## src/design/pio_pkg.sv

```systemverilog
// constants, register map and carrier types of the parallel i/o port block
`default_nettype none

package pio_pkg;

  // ==========================================================================
  // geometry
  localparam int NPORT    = 6;
  localparam int PW       = 16;
  localparam int IN_W     = 14;
  localparam int NLINE    = NPORT * PW;
  // 65 bidirectional lines in six ports, plus 14 input-only lines
  localparam logic [NLINE-1:0] LINE_MASK = 96'h0003_00ff_00ff_ffff_7fff_ffff;
  // ports with an open-drain option and with a per-byte input threshold
  localparam logic [NPORT-1:0] OD_PORTS  = 6'h0e;
  localparam logic [NPORT-1:0] THR_PORTS = 6'h0f;

  // ==========================================================================
  // register map: paddr[7:5] selects the port, paddr[4:2] the register
  localparam logic [2:0] R_DOUT    = 3'h0;
  localparam logic [2:0] R_DIR     = 3'h1;
  localparam logic [2:0] R_ODRAIN  = 3'h2;
  localparam logic [2:0] R_PADCTL  = 3'h3;
  localparam logic [2:0] R_THRESH  = 3'h4;
  localparam logic [2:0] R_PIN_IN  = 3'h5;
  localparam logic [2:0] R_OUT_SET = 3'h6;
  localparam logic [2:0] R_OUT_CLR = 3'h7;
  localparam logic [2:0] IN_PORT_SEL = 3'h6;

  // pad control fields
  localparam int PAD_EDGE_LSB  = 0;
  localparam int PAD_DRIVE_LSB = 2;

  // ==========================================================================
  // per-port configuration
  typedef struct packed {
    logic [PW-1:0] dout;
    logic [PW-1:0] dir;
    logic [PW-1:0] odrain;
    logic [3:0]    pad;
    logic [1:0]    thresh;
  } pio_cfg_s;

  localparam pio_cfg_s CFG_RST = '0;

endpackage : pio_pkg

`default_nettype wire

```

## src/design/pio_top.sv

```systemverilog
// parallel i/o port control with apb register access
//
// Summary of operation
// - 79 lines: six bidirectional ports, one input-only
// - set/clear registers change single lines only
// - one direction bit per bidirectional line
// - input lines have their driver switched off
// - per-pin open-drain select on some ports
// - reset forces all pins input except reset output
// - pad control selects edge shape and drive
// - per-byte ttl or hysteresis threshold select on ports 0 to 3
// - alternate functions override, else general purpose
//
// Local design decisions: register access over APB and the register addresses.
`default_nettype none

module pio_top
  import pio_pkg::*;
(
  // clock and reset
  input  wire logic              CORE_CLK,
  input  wire logic              RST,
  // apb slave
  input  wire logic              PSEL,
  input  wire logic              PENABLE,
  input  wire logic              PWRITE,
  input  wire logic [11:0]       PADDR,
  input  wire logic [31:0]       PWDATA,
  output logic      [31:0]       PRDATA,
  output logic                   PREADY,
  output logic                   PSLVERR,
  // bidirectional pins
  input  wire logic [NLINE-1:0]  PIN_IN,
  output logic      [NLINE-1:0]  PIN_OUT,
  output logic      [NLINE-1:0]  PIN_OE,
  // input-only port
  input  wire logic [IN_W-1:0]   IN_PORT,
  // alternate peripheral functions
  input  wire logic [NLINE-1:0]  ALT_SEL,
  input  wire logic [NLINE-1:0]  ALT_OUT,
  input  wire logic [NLINE-1:0]  ALT_OE,
  // pad settings
  output logic [2*NPORT-1:0]     PAD_EDGE,
  output logic [2*NPORT-1:0]     PAD_DRIVE,
  output logic [2*NPORT-1:0]     IN_THRESH_SEL,
  // reset output, low while in reset
  output logic                   RESET_OUTPUT_PIN_N
);

  // ==========================================================================
  // state
  // one group of configuration flops per bidirectional port
  pio_cfg_s                  cfg_q [NPORT];
  pio_cfg_s                  cfg_d [NPORT];
  logic                      pready_q;
  logic                      pready_d;
  logic                      pslverr_q;
  logic                      pslverr_d;
  logic [31:0]               prdata_q;
  logic [31:0]               prdata_d;
  logic [NPORT-1:0][PW-1:0]  pin_o_q;
  logic [NPORT-1:0][PW-1:0]  pin_o_d;
  logic [NPORT-1:0][PW-1:0]  pin_oe_q;
  logic [NPORT-1:0][PW-1:0]  pin_oe_d;
  logic                      rst_out_n_q;
  logic                      rst_out_n_d;

  // ==========================================================================
  // apb decode
  logic [2:0]  sel_port;
  logic [2:0]  sel_reg;
  logic        hi_ok;
  logic        access;
  logic        commit;
  logic        mapped;
  logic        ro_hit;
  logic [31:0] rd_val;

  assign sel_port = PADDR[7:5];
  assign sel_reg  = PADDR[4:2];
  assign hi_ok    = (PADDR[11:8] == 4'h0);
  assign access   = PSEL & PENABLE;
  // one wait state: the transfer completes on the second access cycle
  assign commit   = access & pready_q;
  // refused: upper address bits, port 6 bar one register, all of port 7, pin register writes

  always_comb begin
    mapped = 1'b0;
    ro_hit = 1'b0;
    rd_val = 32'h0000_0000;
    if (hi_ok) begin
      for (int p = 0; p < NPORT; p++) begin
        if (sel_port == 3'(p)) begin
          mapped = 1'b1;
          ro_hit = (sel_reg == R_PIN_IN);
          unique case (sel_reg)
            R_DOUT:    rd_val = {16'h0000, cfg_q[p].dout};
            R_DIR:     rd_val = {16'h0000, cfg_q[p].dir};
            R_ODRAIN:  rd_val = {16'h0000, cfg_q[p].odrain};
            R_PADCTL:  rd_val = {28'h000_0000, cfg_q[p].pad};
            R_THRESH:  rd_val = {30'h0000_0000, cfg_q[p].thresh};
            R_PIN_IN:  rd_val = {16'h0000, PIN_IN[p*PW +: PW] & LINE_MASK[p*PW +: PW]};
            R_OUT_SET: rd_val = 32'h0000_0000;
            R_OUT_CLR: rd_val = 32'h0000_0000;
          endcase
        end
      end
      // input-only port has a single read-only data register
      if (sel_port == IN_PORT_SEL && sel_reg == R_PIN_IN) begin
        mapped = 1'b1;
        ro_hit = 1'b1;
        rd_val = {{(32-IN_W){1'b0}}, IN_PORT};
      end
    end
  end

  // ==========================================================================
  // register file and bus answer
  always_comb begin
    logic [PW-1:0] m;
    m = '0;
    for (int p = 0; p < NPORT; p++) begin
      cfg_d[p] = cfg_q[p];
    end
    pready_d  = access & ~pready_q;
    pslverr_d = access & ~pready_q & (~mapped | (PWRITE & ro_hit));
    // read data stands only in the answer cycle, zero otherwise
    prdata_d  = (access & ~pready_q & ~PWRITE) ? rd_val : 32'h0000_0000;
    // a refused write misses every case or only keeps dout, and leaves the registers alone
    if (commit && PWRITE && hi_ok) begin
      for (int p = 0; p < NPORT; p++) begin
        m = LINE_MASK[p*PW +: PW];
        if (sel_port == 3'(p)) begin
          unique case (sel_reg)
            R_DOUT:    cfg_d[p].dout   = PWDATA[PW-1:0] & m;
            R_DIR:     cfg_d[p].dir    = PWDATA[PW-1:0] & m;
            R_ODRAIN:  cfg_d[p].odrain = OD_PORTS[p] ? (PWDATA[PW-1:0] & m) : '0;
            R_PADCTL:  cfg_d[p].pad    = PWDATA[3:0];
            R_THRESH:  cfg_d[p].thresh = THR_PORTS[p] ? PWDATA[1:0] : 2'h0;
            R_PIN_IN:  cfg_d[p].dout   = cfg_q[p].dout;
            // only the lines whose write bit is one change
            R_OUT_SET: cfg_d[p].dout   = cfg_q[p].dout | (PWDATA[PW-1:0] & m);
            R_OUT_CLR: cfg_d[p].dout   = cfg_q[p].dout & ~(PWDATA[PW-1:0] & m);
          endcase
        end
      end
    end
    if (RST) begin
      for (int p = 0; p < NPORT; p++) begin
        cfg_d[p] = CFG_RST;
      end
      pready_d  = 1'b0;
      pslverr_d = 1'b0;
      prdata_d  = 32'h0000_0000;
    end
  end

  always_ff @(posedge CORE_CLK) begin
    for (int p = 0; p < NPORT; p++) begin
      cfg_q[p] <= cfg_d[p];
    end
    pready_q  <= pready_d;
    pslverr_q <= pslverr_d;
    prdata_q  <= prdata_d;
  end

  // ==========================================================================
  // pin drive, one slice per port
  for (genvar p = 0; p < NPORT; p++) begin : g_port
    logic [PW-1:0] m;
    logic [PW-1:0] alt;
    logic [PW-1:0] src_val;
    logic [PW-1:0] src_en;
    logic [PW-1:0] od;
    logic [PW-1:0] pp_en;
    logic [PW-1:0] od_en;
    assign m   = LINE_MASK[p*PW +: PW];
    assign alt = ALT_SEL[p*PW +: PW] & m;
    // alternate function takes the line, otherwise the gpio bits steer it
    assign src_val = (alt & ALT_OUT[p*PW +: PW]) | (~alt & cfg_q[p].dout);
    assign src_en  = ((alt & ALT_OE[p*PW +: PW]) | (~alt & cfg_q[p].dir)) & m;
    assign od      = cfg_q[p].odrain;
    assign pp_en   = src_en & ~od;
    // open drain only ever drives low, so the level is enabled only on zero
    assign od_en   = src_en & od & ~src_val;
    assign pin_o_d[p]  = RST ? '0 : (src_val & ~od);
    assign pin_oe_d[p] = RST ? '0 : (pp_en | od_en);
  end

  always_ff @(posedge CORE_CLK) begin
    pin_o_q     <= pin_o_d;
    pin_oe_q    <= pin_oe_d;
  end

  // ==========================================================================
  // reset output
  // kept out of the pin forcing above so it still drives while in reset
  assign rst_out_n_d = ~RST;

  always_ff @(posedge CORE_CLK) begin
    rst_out_n_q <= rst_out_n_d;
  end

  // ==========================================================================
  // outputs
  // pad settings are plain wiring of configuration flops
  always_comb begin
    for (int p = 0; p < NPORT; p++) begin
      PAD_EDGE[2*p +: 2]      = cfg_q[p].pad[PAD_EDGE_LSB +: 2];
      PAD_DRIVE[2*p +: 2]     = cfg_q[p].pad[PAD_DRIVE_LSB +: 2];
      IN_THRESH_SEL[2*p +: 2] = cfg_q[p].thresh;
    end
  end

  assign PRDATA             = prdata_q;
  assign PREADY             = pready_q;
  assign PSLVERR            = pslverr_q;
  assign PIN_OUT            = pin_o_q;
  assign PIN_OE             = pin_oe_q;
  assign RESET_OUTPUT_PIN_N = rst_out_n_q;

endmodule : pio_top

`default_nettype wire

```

## config.mk

```make
export PLATFORM = sky130hd
export DESIGN_NAME = pio_top
export DESIGN_NICKNAME = d
export VERILOG_FILES = /design/src/design/pio_pkg.sv /design/src/design/pio_top.sv
export SDC_FILE = /design/constraint.sdc
export NUM_CORES = 1
export LEC_CHECK = 0
export ABC_CLOCK_PERIOD_IN_PS = 3300
export BUFFER_PORTS_ARGS = -buffer_cell sky130_fd_sc_hd__clkbuf_2
export CORE_AREA = 2 2 279 281
export DETAILED_ROUTE_END_ITERATION = 8
export DIE_AREA = 0 0 281 283
export SLEW_MARGIN = 20
export SYNTH_ARGS = -nofsm -noshare
export SYNTH_HDL_FRONTEND = slang
export SYNTH_SLANG_ARGS = --single-unit
```

## constraint.sdc

```tcl
create_clock -name CORE_CLK -period 3.3 [get_ports CORE_CLK]
set_input_delay 0.825 -clock CORE_CLK [delete_from_list [all_inputs] [get_ports CORE_CLK]]
set_output_delay 0.825 -clock CORE_CLK [all_outputs]
set_load 0.05 [all_outputs]
```

==> flow_summary.json <==
{
  "synth.largest_area_cell": "dfxtp_1",
  "worstHoldPathType": "in -> reg",
  "routed_via_density": 4.575,
  "fin_setup_tns_ns": 0,
  "syn_area_per_cell_um2": 8.296,
  "cts_buffer_depth": 3,
  "grt_overflow": 0,
  "synth_ff_type": "dfxtp_1",
  "synth_edf_count": 0,
  "core-area_um2": 76700,
  "ys_top_cells_by_area": "dfxtp_1 (43%), mux2i_1 (10%), nand2_1 (6.9%)",
  "synthArstFlopShare": 0,
  "rsz0062_at_grt": "false",
  "gp_congestion": 0.9232,
  "grt_pass1_vias": 15430,
  "outcome": "complete, no violations",
  "via_count": 16010,
  "synthCells": 1963,
  "nets": 2863,
  "p_leak_nw": 8.730,
  "dp_cells": 3409,
  "crit_type": "in -> reg",
  "antenna_found_initial": 27,
  "synth_cell_types": 62,
  "fin_skew_ns": 0.02398,
  "max_freq_mhz": 420.7,
  "clock_sinks": 350,
  "post_cts_buffers": 0,
  "die_area_um2": 79520,
  "synth-seq-cells": 350,
  "h-tree-depth": 2,
  "routedWlPerCell_um": 22.33,
  "hold_violations": 0,
  "cts_hold_buffers": 0,
  "wl_mm": 78.17,
  "die_w_um": 281,
  "path_cells": "clkbuf_2 -> buf_12 -> nor2b_1 -> buf_4 -> nand2_1 -> nor2_2 -> buf_12 -> mux2i_1 -> nor2_1",
  "clock-root-buffer": "clkbuf_16",
  "firstDrtPassIters": 7,
  "yosys_warnings": 0,
  "period_share": 0.7202,
  "cp.arrival_ns": 2.84,
  "peakVddDrop_mv": 0.4172,
  "fillers": 8274,
  "boundaryPins": 710,
  "cap_violations": 0,
  "final_util": 0.2764,
  "crit_top_cell": "buf_12",
  "worst_path_max_delay_cell": "nor2_2",
  "required_ns": 3.77,
  "hold_slack_ns": 0.4305,
  "worstSkewPairLatency_ns": 0.60,
  "start_kind": "primary input",
  "drc": 0,
  "fin_cells": 3500,
  "worstSetupEndpointType": "register",
  "dpl.hpwl_mm": 61.41,
  "max_slew.worst_pin.slew_ns": 0.9134,
  "synthesis.area_um2": 16280,
  "slew_headroom": 0.3898,
  "numPortBuffers": 485,
  "final_cell_mix": "clkbuf_2 (482), dfxtp_1 (350), nand2_1 (301)",
  "mostFrequentLayoutCell": "clkbuf_2",
  "num_rows": 102,
  "post_cts_resized": 0,
  "area_delta_synth_final_pct": 30.17,
  "crit_fanout": 26,
  "drive_gt1_frac": 0.2819,
  "synth_top_area_frac": 0.4303,
  "numCtsBuffers": 45,
  "power_density_nw_per_um2": 503.0,
  "clk_pin_slew_ns": 0.06,
  "final_antenna_net_count": 0,
  "slew_viol_final": 0,
  "grt_max_degree": 154,
  "initial_utilization": 0.2123,
  "yosysSeqAreaShare": 0.4303,
  "die_height_um": 283,
  "setup_violations": 0,
  "period_minus_slack_ns": 2.377,
  "grt_pass1_wl_mm": 110.1,
  "drt_iter0_drc": 1199,
  "cts_tree": "yes",
  "grt.total_usage": 0.1897,
  "max_stage_delay_ns": 0.38
}
## cells in the mapped netlist, types with 3 or more instances
library cell,instances
dfxtp_1,350
nand2_1,301
a21oi_1,211
mux2i_1,167
nor2_1,152
o21ai_0,140
buf_4,116
clkbuf_1,97
nor3_1,51
nor2b_1,34
buf_2,28
o22ai_1,27
inv_1,24
a22o_1,21
o21ai_1,21
a211oi_1,19
a22oi_1,19
mux2_2,19
nand3_1,19
o211ai_1,17
a31oi_1,12
and3_1,12
nor3b_1,10
nor2_2,8
a221oi_1,7
nand2b_1,7
a21o_1,5
nand4_1,5
a21boi_0,4
inv_2,4
nor4_4,4
a32o_1,3
buf_1,3
nand2_2,3
o21a_1,3
o221ai_1,3
o32ai_1,3
or3_1,3
## worst max-delay path: cells and delay by family
kind	cells	cell delay (ns)
simple gates	4	0.91
buf+inv	4	0.88
mux	1	0.19
## worst paths after layout
kind / startpoint / endpoint / slack [ns] / cells after the start
worst max-delay path: PADDR[3] / cfg_q[3][11] / 0.92 / 9
worst min-delay path: IN_PORT[13] / PRDATA[13] / 0.43 / 3
worst max register to register: PREADY / cfg_q[3][26] / 1.23 / 8
worst min register to register: cfg_q[1][17] / PIN_OUT[27] / 0.46 / 1
## state kept, by name, summed over array words and instances, names as in the netlist
name and flops:
PREADY 1, PIN_OE 65, RESET_OUTPUT_PIN_N 1, cfg_q 201, PSLVERR 1, PRDATA 16, PIN_OUT 65
## metrics by stage
| stage | setup WS [ns] | cell area [um^2] | total power (W) |
|---|---|---|---|
| global route | 0.8187 | 21180 | 0.01101 |
| finish | 0.9232 | 21200 | 0.01066 |
| CTS | 0.9520 | 21160 | 0.01081 |
| detailed placement | 0.3323 | 19710 | 0.005764 |
| floorplan | 0.9555 | 16590 | 0.005322 |
| global placement | 0.3545 | 19710 | 0.005761 |
## cell type report
type                       count  area (um^2)  share of cell area
antenna                       12        30.03            0.001417
clock buffer                  56         1209             0.05702
clock inverter                23        249.0             0.01175
inverter                      28        105.1            0.004958
multi-input combinational   1422         8110              0.3826
sequential                   350         7007              0.3306
tap                         1040         1301             0.06139
timing repair buffer         569         3186              0.1503
## routing by layer
| layer | routed length [um] | global-route usage | vias to the layer above |
|---|---|---|---|
| met5 | 177 | 0 | - |
| met4 | 2096 | 0.06070 | 30 |
| met3 | 5886 | 0.04387 | 137 |
| met2 | 35750 | 0.3089 | 676 |
| met1 | 34260 | 0.2462 | 7591 |
| li1 | - | - | 7579 |
## power breakdown
| part | switching [W] | total, W | internal, W | leakage [nW] |
|---|---|---|---|---|
| Sequential | 0.0000174 | 0.00431 | 0.00429 | 2.84 |
| Combinational | 0.000985 | 0.00137 | 0.000383 | 5.18 |
| Clock | 0.00207 | 0.00498 | 0.00291 | 0.714 |
| Total | 0.00307 | 0.0107 | 0.00759 | 8.73 |
## cells by family after synthesis
family,Yosys count,share of synthesized area
AO/OA/AOI/OAI,528,0.1873
AND/OR/NAND/NOR,624,0.1720
flip-flops,350,0.4303
buffers and inverters,272,0.09159
multiplexers,188,0.1186
other,1,0.0002303
Power figures use the tool's default switching activity.
